## src/shared/irq_nest_pkg.sv

```systemverilog
// Constants, register map and carrier types of the interrupt nesting controller.
// Assumes a single 40 MHz clock shared with the instruction sequencer and an APB master.
`default_nettype none
package irq_nest_pkg;
	localparam int NUM_SRC = 8;
	localparam int NUM_VEC = 6;
	localparam int VEC_W = 3;
	localparam int VEC_ADDR_W = 12;
	localparam int APB_AW = 8;

	// APB register byte offsets
	localparam logic [7:0] OFS_PSW = 8'h00;
	localparam logic [7:0] OFS_STATUS_BIT = 8'h04;
	localparam logic [7:0] OFS_PRIO_SELECT = 8'h08;
	localparam logic [7:0] OFS_SRC_ENABLE = 8'h0C;
	localparam logic [7:0] OFS_REQ_FLAGS = 8'h10;
	localparam logic [7:0] OFS_REQ_SET = 8'h14;
	localparam logic [7:0] OFS_EXT0_EDGE = 8'h18;
	localparam logic [7:0] OFS_EXT1_EDGE = 8'h1C;
	localparam logic [7:0] OFS_VEC_PRESET = 8'h20;
	localparam logic [7:0] OFS_ACK_INFO = 8'h24;

	// Field positions
	localparam int PSW_STATUS_LO = 2;
	localparam int PSW_STATUS_HI = 3;
	localparam int PRIO_GLOBAL_EN = 3;
	localparam int STBIT_VALUE = 4;

	// Reset values
	localparam logic [3:0] PSW_RESET = 4'h0;
	localparam logic [3:0] PRIO_RESET = 4'h0;
	localparam logic [NUM_SRC-1:0] ENABLE_RESET = 8'h00;
	localparam logic [3:0] EDGE_RESET = 4'h0;
	localparam logic [2*NUM_VEC-1:0] PRESET_RESET = 12'h000;

	// Processing status encodings
	localparam logic [1:0] ST_NORMAL = 2'b00;
	localparam logic [1:0] ST_LEVEL1 = 2'b01;
	localparam logic [1:0] ST_LEVEL2 = 2'b10;

	// Acknowledge processing length in machine cycles
	localparam logic [1:0] ACK_MCYCLES = 2'd3;

	// Source numbering; pairs 0/1 and 4/5 share a vector
	localparam int SRC_INTERVAL_TIMER = 0;
	localparam int SRC_EXT_FOUR = 1;
	localparam int SRC_EXT0 = 2;
	localparam int SRC_EXT1 = 3;
	localparam int SRC_SECOND_TIMER = 4;
	localparam int SRC_THIRD_TIMER = 5;

	localparam logic [VEC_ADDR_W-1:0] VEC_BASE = 12'h002;

	typedef struct packed {
		logic [VEC_ADDR_W-1:0] addr;
		logic memoryBankEnable;
		logic registerBankEnable;
	} vec_entry_t;

	typedef struct packed {
		logic machineTick;
		logic instrEnd;
		logic instrIsCtrl;
		logic eiExec;
		logic diExec;
		logic retiExec;
		logic [1:0] retiStatus;
	} seq_in_t;

	typedef enum logic [1:0] {
		SVC_IDLE = 2'b01,
		SVC_BUSY = 2'b10
	} svc_state_t;
endpackage
`default_nettype wire

```

## src/hdl/irq_nest_ctrl.sv

```systemverilog
// Interrupt nesting and acknowledge control with an APB register file.
// Assumes the instruction sequencer and all request sources run on clk; srcEvent pulses come from on-chip logic.
//
// Overview of operation
// Edge select rewrite may raise its request flag.
// Software waits 16 cycles before clearing flag.
// Status bits are word bits 3,2; reset clears.
// Status 0 accepts all; ack moves to 1.
// High-priority acked in 0/1; ack 1 gives 2.
// Status 2 acknowledges nothing; 3 unsupported.
// Ack pushes status word, then advances status.
// Return restores status bits from stack.
// Status writable by nibble and bit, bank-independent.
// Software disables interrupts around status changes.
// Cleared status reopens acceptance for deep nesting.
// Vector gives address and bank enable presets.
// Shared-vector pairs OR their enabled flags.
// Lone enabled source flag clears on ack.
// Both enabled: ack clears neither flag.
// Remaining flag keeps merged request active.
// Control instruction touches interrupt hardware region.
// Control instruction: one more instruction, then service.
// Chained control instructions defer until after last.
// Disable at/after flag set keeps it pending.
// Flag in last cycle: one more instruction.
// Flag earlier: service right after instruction.
// Three service cycles perform the stack save.
// Priority select: low three bits, bit3 enable.
// Reset clears priority select, all disabled.
// High priority first, others fixed order.
//
// The APB register port and the placing of the registers were left to the implementer.
`default_nettype none
module irq_nest_ctrl
	import irq_nest_pkg::*;
#(
	parameter int NUM_SOURCES = NUM_SRC
)
(
	input wire logic clk,
	input wire logic rst_b,
	input wire logic [irq_nest_pkg::APB_AW-1:0] paddr,
	input wire logic psel,
	input wire logic penable,
	input wire logic pwrite,
	input wire logic [31:0] pwdata,
	output logic [31:0] prdata,
	output logic pready,
	output logic pslverr,
	input wire logic [NUM_SOURCES-1:0] srcEvent,
	input wire irq_nest_pkg::seq_in_t seq,
	output logic ackStart,
	output logic ackBusy,
	output logic pushValid,
	output logic [3:0] pushWord,
	output irq_nest_pkg::vec_entry_t entry,
	output logic [1:0] statusOut
);
	import irq_nest_pkg::*;

	// Vector index of each source; sources 0/1 and 4/5 share
	function automatic logic [VEC_W-1:0] vecOf(input int src);
		case (src)
			0, 1: vecOf = 3'd0;
			2: vecOf = 3'd1;
			3: vecOf = 3'd2;
			4, 5: vecOf = 3'd3;
			6: vecOf = 3'd4;
			default: vecOf = 3'd5;
		endcase
	endfunction

	// Lowest set vector index, the fixed hardware order
	function automatic logic [VEC_W-1:0] firstVec(input logic [NUM_VEC-1:0] v);
		firstVec = 3'd0;
		for (int i = NUM_VEC - 1; i >= 0; i--)
		begin
			if (v[i])
				firstVec = i[VEC_W-1:0];
		end
	endfunction

	logic [3:0] program_status_word;
	logic [3:0] prioSelect;
	logic [NUM_SOURCES-1:0] srcEnable;
	logic [NUM_SOURCES-1:0] reqFlag;
	logic [3:0] ext0Edge;
	logic [3:0] ext1Edge;
	logic [2*NUM_VEC-1:0] vecPreset;
	logic early;
	logic ctrlSeen;
	logic [1:0] svcCount;
	svc_state_t svcState;

	// APB decode
	wire setupPhase = psel & ~penable;
	wire accessPhase = psel & penable;
	wire wrStrobe = accessPhase & pwrite;
	wire hitPsw = (paddr == OFS_PSW);
	wire hitStBit = (paddr == OFS_STATUS_BIT);
	wire hitPrio = (paddr == OFS_PRIO_SELECT);
	wire hitEnable = (paddr == OFS_SRC_ENABLE);
	wire hitFlags = (paddr == OFS_REQ_FLAGS);
	wire hitSet = (paddr == OFS_REQ_SET);
	wire hitEdge0 = (paddr == OFS_EXT0_EDGE);
	wire hitEdge1 = (paddr == OFS_EXT1_EDGE);
	wire hitPreset = (paddr == OFS_VEC_PRESET);
	wire hitInfo = (paddr == OFS_ACK_INFO);
	wire mapped = hitPsw | hitStBit | hitPrio | hitEnable | hitFlags | hitSet | hitEdge0 | hitEdge1 | hitPreset
		| hitInfo;

	wire [1:0] status = program_status_word[PSW_STATUS_HI:PSW_STATUS_LO];
	wire globalEnable = prioSelect[PRIO_GLOBAL_EN];
	wire [VEC_W-1:0] hiVec = prioSelect[VEC_W-1:0];

	// Merged per-vector requests
	wire [NUM_SOURCES-1:0] reqLive = reqFlag & srcEnable;
	logic [NUM_VEC-1:0] vecReq;
	logic [NUM_VEC-1:0] vecBothOn;
	genvar gv;
	generate
		for (gv = 0; gv < NUM_VEC; gv++)
		begin : g_vec
			logic [NUM_SOURCES-1:0] member;
			for (genvar gs = 0; gs < NUM_SOURCES; gs++)
			begin : g_member
				assign member[gs] = (vecOf(gs) == gv);
			end
			assign vecReq[gv] = |(reqLive & member);
			assign vecBothOn[gv] = $countones(srcEnable & member) > 1;
		end
	endgenerate

	// Acceptance by status
	wire hiValid = (hiVec < NUM_VEC);
	wire hiPending = hiValid & vecReq[hiVec];
	wire lowAllowed = (status == ST_NORMAL);
	wire hiAllowed = (status == ST_NORMAL) | (status == ST_LEVEL1);
	wire eligible = globalEnable & ((hiPending & hiAllowed) | ((|vecReq) & lowAllowed));
	wire [VEC_W-1:0] selVec = (hiPending & hiAllowed) ? hiVec : firstVec(vecReq);

	// Boundary decision
	wire ctrlInstr = seq.instrIsCtrl | ctrlSeen | seq.eiExec | seq.diExec | accessPhase;
	wire boundary = seq.machineTick & seq.instrEnd;
	wire idle = (svcState == SVC_IDLE);
	assign ackStart = idle & boundary & ~ctrlInstr & early & eligible;
	assign ackBusy = ~idle;
	assign pushValid = ackStart;
	assign pushWord = program_status_word;
	assign statusOut = status;
	assign pready = 1'b1;

	// Status after acknowledge
	logic [1:0] advStatus;
	always_comb
	begin
		case (status)
			ST_NORMAL: advStatus = ST_LEVEL1;
			ST_LEVEL1: advStatus = ST_LEVEL2;
			default: advStatus = status;
		endcase
	end

	// Flag clears on acknowledge
	logic [NUM_SOURCES-1:0] ackClear;
	generate
		for (gv = 0; gv < NUM_SOURCES; gv++)
		begin : g_clr
			assign ackClear[gv] = ackStart & (selVec == vecOf(gv)) & srcEnable[gv] & ~vecBothOn[vecOf(gv)];
		end
	endgenerate

	// Edge select rewrites that raise a flag
	wire edge0Change = wrStrobe & hitEdge0 & (pwdata[3:0] != ext0Edge);
	wire edge1Change = wrStrobe & hitEdge1 & (pwdata[3:0] != ext1Edge);
	logic [NUM_SOURCES-1:0] edgeSet;
	always_comb
	begin
		edgeSet = '0;
		edgeSet[SRC_EXT0] = edge0Change;
		edgeSet[SRC_EXT1] = edge1Change;
	end

	wire [NUM_SOURCES-1:0] swSet = (wrStrobe & hitSet) ? pwdata[NUM_SOURCES-1:0] : '0;
	wire [NUM_SOURCES-1:0] swClear = (wrStrobe & hitFlags) ? pwdata[NUM_SOURCES-1:0] : '0;
	wire [NUM_SOURCES-1:0] flagSet = srcEvent | swSet | edgeSet;
	// Set wins over any clear arriving in the same cycle
	wire [NUM_SOURCES-1:0] next_reqFlag = flagSet | (reqFlag & ~swClear & ~ackClear);

	// Program status word next value: ack, then return, then software
	logic [3:0] stBitWord;
	always_comb
	begin
		stBitWord = program_status_word;
		if (pwdata[0])
			stBitWord[PSW_STATUS_LO] = pwdata[STBIT_VALUE];
		if (pwdata[1])
			stBitWord[PSW_STATUS_HI] = pwdata[STBIT_VALUE];
	end

	logic [3:0] next_psw;
	always_comb
	begin
		next_psw = program_status_word;
		if (ackStart)
			next_psw[PSW_STATUS_HI:PSW_STATUS_LO] = advStatus;
		else if (seq.retiExec)
			next_psw[PSW_STATUS_HI:PSW_STATUS_LO] = seq.retiStatus;
		else if (wrStrobe & hitPsw)
			next_psw = pwdata[3:0];
		else if (wrStrobe & hitStBit)
			next_psw = stBitWord;
	end

	logic [3:0] next_prio;
	always_comb
	begin
		next_prio = prioSelect;
		if (wrStrobe & hitPrio)
			next_prio = pwdata[3:0];
		if (seq.eiExec)
			next_prio[PRIO_GLOBAL_EN] = 1'b1;
		if (seq.diExec)
			next_prio[PRIO_GLOBAL_EN] = 1'b0;
	end

	// Latency tracking: early means the request was seen before the final cycle
	logic next_early;
	always_comb
	begin
		next_early = early;
		if (ackStart | ~idle)
			next_early = 1'b0;
		else if (boundary)
			next_early = eligible;
		else if (seq.machineTick)
			next_early = early | eligible;
	end

	wire next_ctrlSeen = boundary ? 1'b0 : (ctrlSeen | ctrlInstr);

	// Service sequencer: three machine cycles of stack work
	svc_state_t next_svcState;
	logic [1:0] next_svcCount;
	always_comb
	begin
		next_svcState = svcState;
		next_svcCount = svcCount;
		case (svcState)
			SVC_IDLE:
			begin
				if (ackStart)
				begin
					next_svcState = SVC_BUSY;
					next_svcCount = ACK_MCYCLES;
				end
			end
			SVC_BUSY:
			begin
				if (seq.machineTick)
				begin
					next_svcCount = svcCount - 2'd1;
					if (svcCount == 2'd1)
						next_svcState = SVC_IDLE;
				end
			end
			default:
				next_svcState = SVC_IDLE;
		endcase
	end

	// Vector entry loaded at acknowledge
	vec_entry_t next_entry;
	always_comb
	begin
		next_entry = entry;
		if (ackStart)
		begin
			next_entry.addr = VEC_BASE + {{(VEC_ADDR_W-VEC_W-1){1'b0}}, selVec, 1'b0};
			next_entry.memoryBankEnable = vecPreset[2*selVec+1];
			next_entry.registerBankEnable = vecPreset[2*selVec];
		end
	end

	// Read data, captured in the setup phase so the zero-wait access sees it
	logic [31:0] next_rdata;
	always_comb
	begin
		next_rdata = 32'h0000_0000;
		if (hitPsw)
			next_rdata[3:0] = program_status_word;
		else if (hitStBit)
			next_rdata[1:0] = status;
		else if (hitPrio)
			next_rdata[3:0] = prioSelect;
		else if (hitEnable)
			next_rdata[NUM_SOURCES-1:0] = srcEnable;
		else if (hitFlags)
			next_rdata[NUM_SOURCES-1:0] = reqFlag;
		else if (hitEdge0)
			next_rdata[3:0] = ext0Edge;
		else if (hitEdge1)
			next_rdata[3:0] = ext1Edge;
		else if (hitPreset)
			next_rdata[2*NUM_VEC-1:0] = vecPreset;
		else if (hitInfo)
			next_rdata[VEC_W+3:0] = {firstVec(vecReq), ackBusy, eligible, status};
	end

	always_ff @(posedge clk)
	begin
		if (!rst_b)
		begin
			program_status_word <= PSW_RESET;
			prioSelect <= PRIO_RESET;
			srcEnable <= ENABLE_RESET;
			reqFlag <= '0;
			ext0Edge <= EDGE_RESET;
			ext1Edge <= EDGE_RESET;
			vecPreset <= PRESET_RESET;
			early <= 1'b0;
			ctrlSeen <= 1'b0;
			svcState <= SVC_IDLE;
			svcCount <= 2'd0;
			entry <= '0;
			prdata <= 32'h0000_0000;
			pslverr <= 1'b0;
		end
		else
		begin
			program_status_word <= next_psw;
			prioSelect <= next_prio;
			reqFlag <= next_reqFlag;
			early <= next_early;
			ctrlSeen <= next_ctrlSeen;
			svcState <= next_svcState;
			svcCount <= next_svcCount;
			entry <= next_entry;
			if (wrStrobe & hitEnable)
				srcEnable <= pwdata[NUM_SOURCES-1:0];
			if (wrStrobe & hitEdge0)
				ext0Edge <= pwdata[3:0];
			if (wrStrobe & hitEdge1)
				ext1Edge <= pwdata[3:0];
			if (wrStrobe & hitPreset)
				vecPreset <= pwdata[2*NUM_VEC-1:0];
			if (setupPhase)
			begin
				prdata <= next_rdata;
				pslverr <= ~mapped;
			end
		end
	end
endmodule
`default_nettype wire

```

## config.mk

```make
export PLATFORM = sky130hd
export DESIGN_NAME = irq_nest_ctrl
export DESIGN_NICKNAME = d
export VERILOG_FILES = /design/src/shared/irq_nest_pkg.sv /design/src/hdl/irq_nest_ctrl.sv
export SDC_FILE = /design/constraint.sdc
export NUM_CORES = 1
export LEC_CHECK = 0
export BUFFER_PORTS_ARGS = -buffer_cell sky130_fd_sc_hd__clkbuf_2
export CORE_MARGIN = 4
export CORE_UTILIZATION = 40
export CTS_BUF_LIST = sky130_fd_sc_hd__clkbuf_16
export DETAILED_ROUTE_END_ITERATION = 8
export HOLD_SLACK_MARGIN = 0.03
export PLACE_DENSITY = 0.64
export SYNTH_ARGS = -nofsm -noshare
export SYNTH_HDL_FRONTEND = slang
export SYNTH_SLANG_ARGS = --single-unit
```

## constraint.sdc

```tcl
create_clock -name clk -period 2.95 [get_ports clk]
set_input_delay 0.59 -clock clk [delete_from_list [all_inputs] [get_ports clk]]
set_output_delay 0.59 -clock clk [all_outputs]
set_load 0.02 [all_outputs]
```

# Word level (Yosys, flattened, before mapping)

Cells that the tools add are included.

Flip-flop bits (word level): 77
Output and inout port bits: 57
Word-level logic and storage cells: 224

Add/subtract/negate cells: 5
Magnitude comparators: 10
Equal/unequal tests: 24
Muxes and demuxes: 62
Bitwise gates (word level): 84
Reduce and logical (&&, ||, !) cells: 20

Operator list:

| operator                                            | number |
|---|---|
| 2-to-1 mux 8 bit                                    | 13 |
| 2-to-1 mux 7 bit                                    | 9 |
| AND 1 bit                                           | 45 |
| 2-to-1 mux 4 bit                                    | 9 |
| equality test 8 x 5 -> 1 bit, second input constant | 4 |
| AND 8 bit                                           | 3 |
| 2-to-1 mux 3 bit                                    | 7 |
| bitwise OR 1 bit                                    | 18 |
| equality test 8 x 4 -> 1 bit, second input constant | 2 |
| equality test 8 x 6 -> 1 bit, second input constant | 2 |
| 2-to-1 mux 2 bit                                    | 8 |
| inverter 8 bit                                      | 2 |
| bitwise OR 8 bit                                    | 2 |
| AND reduction 3 bit                                 | 5 |
| inverter 1 bit                                      | 13 |
| one-hot mux 2 bit (2 select lines)                  | 3 |
| nonzero test 4 bit                                  | 3 |
| 2-to-1 mux 10 bit                                   | 1 |
| OR reduction 2 bit                                  | 5 |
| equality test 8 x 3 -> 1 bit, second input constant | 1 |
| logical NOT 8 bit                                   | 1 |
| 2-to-1 mux 1 bit                                    | 8 |
| inequality test 4 bit                               | 2 |
| bitwise OR 8 x 4 -> 8 bit                           | 1 |
| other kinds (24)                                    | 38 |

# Longest topological paths before layout

Gate-level depths: netlist (run 1).

Depth after elaboration: 29
Depth in mapped cells: 11
Gate-level depth less buffers: 9

# Least setup slack after synthesis (run 1)

Ideal clock, no wire load.

Path kind: input to output
Start: input port seq[5] in the netlist's numbering
End: output port pushValid
Data arrival time: 1.784 ns
Required time: 2.360 ns
Setup slack: 0.576 ns
Stages on the path: 7
Buffers on the path: 2
Path through: nor4_1 nand2_1 nor3_1 o211ai_2 inv_2 buf_2 buf_4

Word-level cells in the longest chain between the ends: 8

RTL lines:

| item                           | RTL line             | source |
|---|---|---|
| start, declared                | irq_nest_ctrl.sv:51  | `input wire irq_nest_pkg::seq_in_t seq,` |
| bitwise OR 1 bit (4 in series) | irq_nest_ctrl.sv:143 | `wire ctrlInstr = seq.instrIsCtrl \| ctrlSeen \| seq.eiExec \| seq.diExec \| accessPhase;` |
| inverter 1 bit                 | irq_nest_ctrl.sv:146 | `assign ackStart = idle & boundary & ~ctrlInstr & early & eligible;` |
| AND 1 bit (3 in series)        | irq_nest_ctrl.sv:146 |  |
| end, declared                  | irq_nest_ctrl.sv:54  | `output logic pushValid,` |

No other way between the ends.

# Final worst setup path (run 1)

Start: register prioSelect[0]
End: output port ackStart

Word-level cells in the longest chain between the ends: 7

RTL lines:

| item                                   | RTL line             | source |
|---|---|---|
| start, declared                        | irq_nest_ctrl.sv:84  | `logic [3:0] prioSelect;` |
| start signal, assigned                 | irq_nest_ctrl.sv:332 | `prioSelect <= next_prio;` |
| binary-select mux 1 bit (select 3 bit) | irq_nest_ctrl.sv:136 | `wire hiPending = hiValid & vecReq[hiVec];` |
| 2-to-1 mux 1 bit (not written as such) | irq_nest_ctrl.sv:136 |  |
| AND 1 bit *                            | irq_nest_ctrl.sv:136 |  |
| AND 1 bit *                            | irq_nest_ctrl.sv:139 | `wire eligible = globalEnable & ((hiPending & hiAllowed) \| ((\|vecReq) & lowAllowed));` |
| bitwise OR 1 bit *                     | irq_nest_ctrl.sv:139 |  |
| AND 1 bit *                            | irq_nest_ctrl.sv:139 |  |
| AND 1 bit *                            | irq_nest_ctrl.sv:146 |  |
| end, declared                          | irq_nest_ctrl.sv:52  | `output logic ackStart,` |

Every way passes the cells marked *; elsewhere a longest branch is shown, timed or not. The select of a mux whose other input is x is not followed.

==> results of run 1 <==
[cell families after synthesis]
group | count (synthesis) | synth area share (%)
compound gates | 159 | 28.2
xor+xnor | 6 | 1.25
fa+ha+maj | 6 | 1.78
buf+inv | 93 | 11.8
flops | 69 | 32.8
mux | 16 | 4.22
other cells | 2 | 0.178
simple gates | 171 | 19.8
[metrics by stage]
stage | hold WS, ps | utilization (%) | setup WS [ps] | total power, mW
5_1_grt | 444 | 47.4 | 80.0 | 2.42
3_3_place_gp | 449 | 44.3 | 325 | 1.18
2_1_floorplan | 442 | - | 576 | 1.14
3_5_place_dp | 448 | 44.3 | 306 | 1.19
6_report | 436 | 47.4 | 182 | 2.35
4_1_cts | 428 | 47.4 | 178 | 2.36
[synth_stat cells, drive strengths merged, types with 7 or more instances]
cell type | n | area, µm²
nand2 | 62 | 235
a21oi | 53 | 269
clkbuf | 22 | 82.6
and3 | 7 | 43.8
a222oi | 7 | 70.1
nor3 | 8 | 45.0
a31oi | 11 | 68.8
buf | 45 | 315
nand3 | 29 | 145
inv | 26 | 100
a211oi | 15 | 113
a21o | 8 | 68.8
nor2 | 37 | 139
a2111oi | 7 | 105
dfxtp | 69 | 1380
mux2i | 15 | 163
o21ai | 12 | 60.1
[critical path: cells and delay by family (launching register included)]
family / cells / cell delay (ps)
AO/OA/AOI/OAI: 3 / 850
flip-flops: 1 / 570
buffers and inverters: 3 / 420
[cell usage in the layout, fill, tap and decap left out, types with 3 or more instances in the layout]
| cell type | netlist | layout |
|---|---|---|
| dfxtp_1 | 69 | 69 |
| clkbuf_2 | 0 | 68 |
| nand2_1 | 61 | 61 |
| a21oi_1 | 52 | 52 |
| nor2_1 | 37 | 37 |
| nand3_1 | 29 | 29 |
| conb_1 | 2 | 29 |
| inv_1 | 24 | 24 |
| buf_4 | 32 | 16 |
| a211oi_1 | 15 | 15 |
| mux2i_1 | 14 | 14 |
| o21ai_0 | 11 | 11 |
| a31oi_1 | 11 | 11 |
| clkbuf_16 | 0 | 9 |
| a222oi_1 | 7 | 7 |
| nor3_1 | 7 | 7 |
| and3_1 | 7 | 7 |
| a21o_1 | 6 | 6 |
| ha_1 | 6 | 6 |
| a22oi_1 | 5 | 5 |
| nor2b_1 | 5 | 5 |
| xnor2_1 | 5 | 5 |
| and4_1 | 4 | 4 |
| a2111oi_0 | 4 | 4 |
| o22ai_1 | 4 | 4 |
| nand2b_1 | 3 | 3 |
| a31o_2 | 3 | 3 |
| o2bb2ai_1 | 3 | 3 |
| nand4_1 | 3 | 3 |
| o211ai_1 | 3 | 3 |
| a41o_1 | 3 | 3 |
| or3_1 | 3 | 3 |
[how the worst min path moves through the flow]
stage                                   from                          to  cells after the start
finish                                seq[3]  prioSelect[3]$_SDFFE_PP0P_                      2
global route                          seq[3]  prioSelect[3]$_SDFFE_PP0P_                      2
CTS                                   seq[3]  prioSelect[3]$_SDFFE_PP0P_                      2
detailed placement     entry[3]$_SDFFE_PN0P_       entry[3]$_SDFFE_PN0P_                      2
global placement       entry[4]$_SDFFE_PN0P_       entry[4]$_SDFFE_PN0P_                      2
floorplan           svcCount[1]$_SDFFE_PN0P_    svcCount[1]$_SDFFE_PN0P_                      2
[report_power, final]
part / internal (mW) / total, mW / switching, mW
Clock: 0.743 / 1.18 / 0.437
Combinational: 0.0612 / 0.204 / 0.143
Sequential: 0.947 / 0.964 / 0.0171
[sequential cells by signal, indices dropped and copies added, names as in the netlist]
name,count
ctrlSeen,1
early,1
entry,6
ext0Edge,4
ext1Edge,4
prdata,12
prioSelect,4
pslverr,1
pushWord,4
reqFlag,8
srcEnable,8
svcCount,2
svcState,2
vecPreset,12
[area by class of cell]
class                           count  area [µm²]
Fill cell                        1064        5410
Tap cell                          136         170
Timing Repair Buffer               84         460
Sequential cell                    69        1380
Clock buffer                        9         225
Clock inverter                      7        97.6
Inverter                           26         100
Multi-Input combinational cell    387        2440
[metal layers]
metal	vias up	share of wire, %
li1	1953	-
met1	1935	44
met2	171	47
met3	23	6.8
met4	0	2.2
met5	-	0
==> run_results.csv, run 1 <==
group,metric,value,unit
floorplanning,coreArea,0.0103,mm²
drt,vias,4082,
global_route,grt_pass1_wl,20.9,mm
critical_path,crit_fanout,9,
global_route,top_usage_layer,"met2",
cts,cts-root-buf,"clkbuf_16",
floorplanning,fp.dieH,111,µm
cts,clk_latency,340,ps
drt,drcViolationCount,0,
critical_path,startpoint,"prioSelect[0]$_SDFFE_PN0P_",
critical_path,endpoint,"ackStart",
global_route,met2_usage,34.5,%
synthesis,ys_types,72,
floorplanning,ioPinCount,118,
drt,drt_wl_total,12.9,mm
synthesis,synth-main-ff-cell,"dfxtp_1",
critical_path,rr_worst_depth,9,
run_status,status,"finished clean",
placed_design,place_inst,702,
placed_design,dpl_cell_area,0.00455,mm²
synthesis,synth_warnings,0,
power_and_ir_drop,peakVddDrop,247,µV
synthesis,synthArstFlopShare,0,%
synthesis,synthCells,522,
drt,first_pass_iters,6,
cts,cts.repair.resized,0,
sta,maxSlewViolCount,0,
global_route,grt_pass1_vias,3915,
layout,drive_gt1_share,21.1,%
worst_hold_path,hp-class,"in2reg",
cts,cts_made_buffers,9,
critical_path,critPathRequiredTime,2360,ps
sta,min_period,2770,ps
floorplanning,fp-row-count,37,
synthesis,postSynthAreaPerCell,8.07,µm²
sta,grt_setup_unrepaired,"no",
sta,slew-limit-headroom,59.2,%
synthesis,netlist_area,0.00421,mm²
critical_path,crit_path_end_kind,"output pin",
synthesis,synth_edf_count,0,
critical_path,cpMaxStageDelayCell,"dfxtp_1",
layout,final_nets,644,
power_and_ir_drop,powerDensity,482,mW/mm²
critical_path,crit_type,"reg2out",
sta,layout_worst_path_cycle_share,93.8,%
cts,clock_sinks,69,
drt,drt-vias-per-instance,5.69,
global_route,grt_util_met3,3.07,%
drt,antenna_left,0,
layout,area_growth_syn_to_layout,15.6,%
sta,hold_viol_final,0,
global_route,track_usage,21.2,%
global_route,grt_max_degree,35,
job,maxCapViolations,0,
synthesis,seq_area_frac_synth,32.8,%
floorplanning,die_area,0.0122,mm²
layout,stdcell_count,718,
critical_path,path_cells,"inv_4 -> o311a_4 -> a21oi_2 -> o211ai_2 -> inv_2 -> clkbuf_2",
global_route,grt_util_met1,28.1,%
critical_path,r2r_slack,290,ps
cts,clockBufferDepth,2,
floorplanning,die_w,111,µm
sta,fin_tns_setup,0,ps
sta,tightest_slew,612,ps
cts,ctsHoldBuffers,0,
placed_design,gp_congestion,0.923,
layout,diodes,0,
synthesis,synth.ff_latch_count,69,
placed_design,detailed_place_hpwl,9.54,mm
sta,setup_viol,0,
critical_path,cp-start-kind,"flop",
critical_path,crit_arrival,2180,ps
cts,htreeDepth,3,
global_route,antenna_found_initial,0,
placed_design,io_buffers,68,
global_route,grt_overflow,0,
sta,fmax,361,MHz
drt,drt_iter0_drc,478,
floorplanning,initial_core_util,41.0,%
critical_path,r2r_start,"prioSelect[0]$_SDFFE_PN0P_",
sta,clock-skew-final,7.00,ps
drt,wl_per_cell,18.0,µm
layout,fin_area,0.00487,mm²
cts,post_cts_buffers,0,
cts,cts_tree,"yes",
critical_path,worstReg2RegEnd,"reqFlag[6]$_SDFF_PN0_",
critical_path,crit_path_max_incr_delay,570,ps
cts,path_clk_slew,60,ps
power_and_ir_drop,leakagePower,1.93,nW
Power figures use the tool's default switching activity.
==> run 2: changes to the inputs <==
==> constraint.sdc (replaced) <==
create_clock -name clk -period 2.95 [get_ports clk]
set_input_delay 0 -clock clk [delete_from_list [all_inputs] [get_ports clk]]
set_output_delay 0 -clock clk [all_outputs]
set_load 0.02 [all_outputs]
==> run 2 against run 1 <==
  * Final cell count rose by 2.2%
  * Design area is 3.2% higher
  * Clock-buffer cell count unchanged
  * Die area is the same
  * Core utilization up 1.5 points
  * Sequential share of layout area down 0.88 points
  * Non-clock buffer count rose by 16
  * Register-to-register slack lost 90 ps
  * Setup slack improved by 13 ps
  * Via count up 3.5%
  * Worst hold slack got worse by 390 ps
  * Global-route usage is 0.16 points lower
  * Critical endpoint is now reqFlag[4]$_SDFF_PN0_
  * Largest cell class unchanged
==> run_results.csv, run 2 (synthesis results as in run 1) <==
group,metric,value,unit
sta,hold_viol_final,0,
critical_path,cp-start-kind,"flop",
cts,path_clk_slew,60,ps
placed_design,io_buffers,68,
critical_path,critPathRequiredTime,3160,ps
global_route,grt_overflow,0,
global_route,track_usage,21.0,%
drt,vias,4224,
power_and_ir_drop,powerDensity,455,mW/mm²
layout,mostFrequentLayoutCell,"dfxtp_1",
placed_design,detailed_place_hpwl,9.29,mm
floorplanning,die_w,111,µm
worst_hold_path,hold_end,"ctrlSeen$_SDFF_PP0_",
cts,clk_latency,330,ps
layout,final_nets,660,
layout,stdcell_count,734,
cts,cts-root-buf,"clkbuf_16",
cts,cts_made_buffers,9,
sta,grt_setup_unrepaired,"no",
worst_hold_path,hold_depth,4,
global_route,antenna_found_initial,0,
layout,area_growth_syn_to_layout,19.3,%
power_and_ir_drop,peakVddDrop,294,µV
layout,final_cell_mix,"dfxtp_1 (69), clkbuf_2 (68), nand2_1 (61)",
job,maxCapViolations,0,
global_route,grt_pass1_vias,3989,
critical_path,crit_path_end_kind,"flop",
cts,clockBufferDepth,2,
floorplanning,fp-row-count,37,
critical_path,r2r_start,"prioSelect[0]$_SDFFE_PN0P_",
cts,clock_sinks,69,
placed_design,gp_congestion,0.919,
layout,drive_gt1_share,19.2,%
drt,drcViolationCount,0,
sta,min_period,2750,ps
sta,layout_worst_path_cycle_share,93.4,%
layout,multi_input_area,0.00244,mm²
sta,setup_ws,195,ps
drt,wl_per_cell,17.9,µm
floorplanning,initial_core_util,41.0,%
drt,drt_wl_total,13.2,mm
run_status,status,"finished clean",
critical_path,r2r_slack,200,ps
drt,drt-vias-per-instance,5.75,
critical_path,worstReg2RegEnd,"reqFlag[4]$_SDFF_PN0_",
layout,fill_cells,1029,
floorplanning,fp.dieH,111,µm
drt,antenna_left,0,
critical_path,path_cells,"nor2_1 -> a2bb2oi_4 -> a21o_1 -> mux2i_4 -> ha_1 -> inv_1 -> o41ai_1 -> a21oi_1",
sta,clock-skew-final,3.39,ps
drt,drt_iter0_drc,398,
critical_path,crit_type,"reg2reg",
layout,largestRegisters,"prdata x12, vecPreset x12",
floorplanning,ioPinCount,118,
layout,diodes,0,
worst_hold_path,hp-start,"seq[5]",
critical_path,rr_worst_depth,8,
sta,slew-limit-headroom,44.5,%
critical_path,crit_path_max_incr_delay,550,ps
cts,post_cts_buffers,0,
floorplanning,coreArea,0.0103,mm²
sta,tightest_slew,832,ps
global_route,grt_max_degree,35,
cts,cts.repair.resized,0,
power_and_ir_drop,fin_total_pwr,2.29,mW
sta,maxSlewViolCount,0,
drt,first_pass_iters,5,
critical_path,cpMaxStageDelayCell,"dfxtp_1",
critical_path,crit_fanout,11,
sta,setup_viol,0,
placed_design,place_inst,694,
global_route,grt_pass1_wl,21.0,mm
layout,layout.area.seq,0.00138,mm²
placed_design,post-place-ws,270,ps
worst_hold_path,hp-class,"in2reg",
floorplanning,die_area,0.0122,mm²
sta,fin_tns_setup,0,ps
cts,htreeDepth,3,
cts,cts_tree,"yes",
critical_path,crit_arrival,2960,ps
power_and_ir_drop,leakagePower,1.98,nW
sta,fmax,363,MHz
sta,hold_ws,42.2,ps
## run 2: layout make-up
cell class,count,area share [%]
multi-input combinational,387,48.5
inverter,26,1.99
tap,136,3.39
clock buffer,9,4.48
clock inverter,7,1.44
timing repair buffer,100,12.7
sequential,69,27.5
## run 2: worst max-delay path by stage
stage                                          start                     to  slack, ps
after global routing      prioSelect[0]$_SDFFE_PN0P_  reqFlag[4]$_SDFF_PN0_         10
final                     prioSelect[0]$_SDFFE_PN0P_  reqFlag[4]$_SDFF_PN0_        200
after global placement     srcEnable[5]$_SDFFE_PN0P_  reqFlag[4]$_SDFF_PN0_        350
after CTS                 prioSelect[0]$_SDFFE_PN0P_  reqFlag[4]$_SDFF_PN0_        240
after detailed placement  prioSelect[0]$_SDFFE_PN0P_  reqFlag[4]$_SDFF_PN0_        270
after floorplan             pushWord[3]$_SDFFE_PN0P_  reqFlag[4]$_SDFF_PN0_        640
## run 2: layer usage
metal  global-route usage, %  routed length (µm)
met1                    27.5                5700
met2                    34.6                6260
met3                    4.00                 922
met4                    7.47                 278
met5                       0                   0
## run 2: timing repair
| item | CTS | global route |
|---|---|---|
| setup endpoints to repair | 0 | 0 |
| hold buffers | 24 | 0 |
| hold endpoints to repair | 24 | 0 |
## run 2: through the flow
step / cell area [µm²] / utilization [%]
2_1_floorplan: 4320 / -
3_3_place_gp: 4490 / 43.7
3_5_place_dp: 4490 / 43.7
4_1_cts: 5030 / 48.9
5_1_grt: 5030 / 48.9
6_report: 5030 / 48.9
## run 2: report_power, final
group | leakage (nW) | internal (mW) | total (mW) | switching, mW
Combinational | 1.27 | 0.0786 | 0.227 | 0.149
Clock | 0.144 | 0.658 | 1.10 | 0.438
Sequential | 0.560 | 0.947 | 0.964 | 0.0172
Total | 1.98 | 1.68 | 2.29 | 0.604
## run 2: critical path: cells and delay by family (launching register included)
| kind | cells | cell delay [ps] |
|---|---|---|
| DFF | 1 | 550 |
| muxes | 1 | 480 |
| AOI/OAI and AO/OA | 4 | 1150 |
| adders and majority gates | 1 | 260 |
| buffers and inverters | 1 | 50 |
| and+or+nand+nor | 1 | 140 |
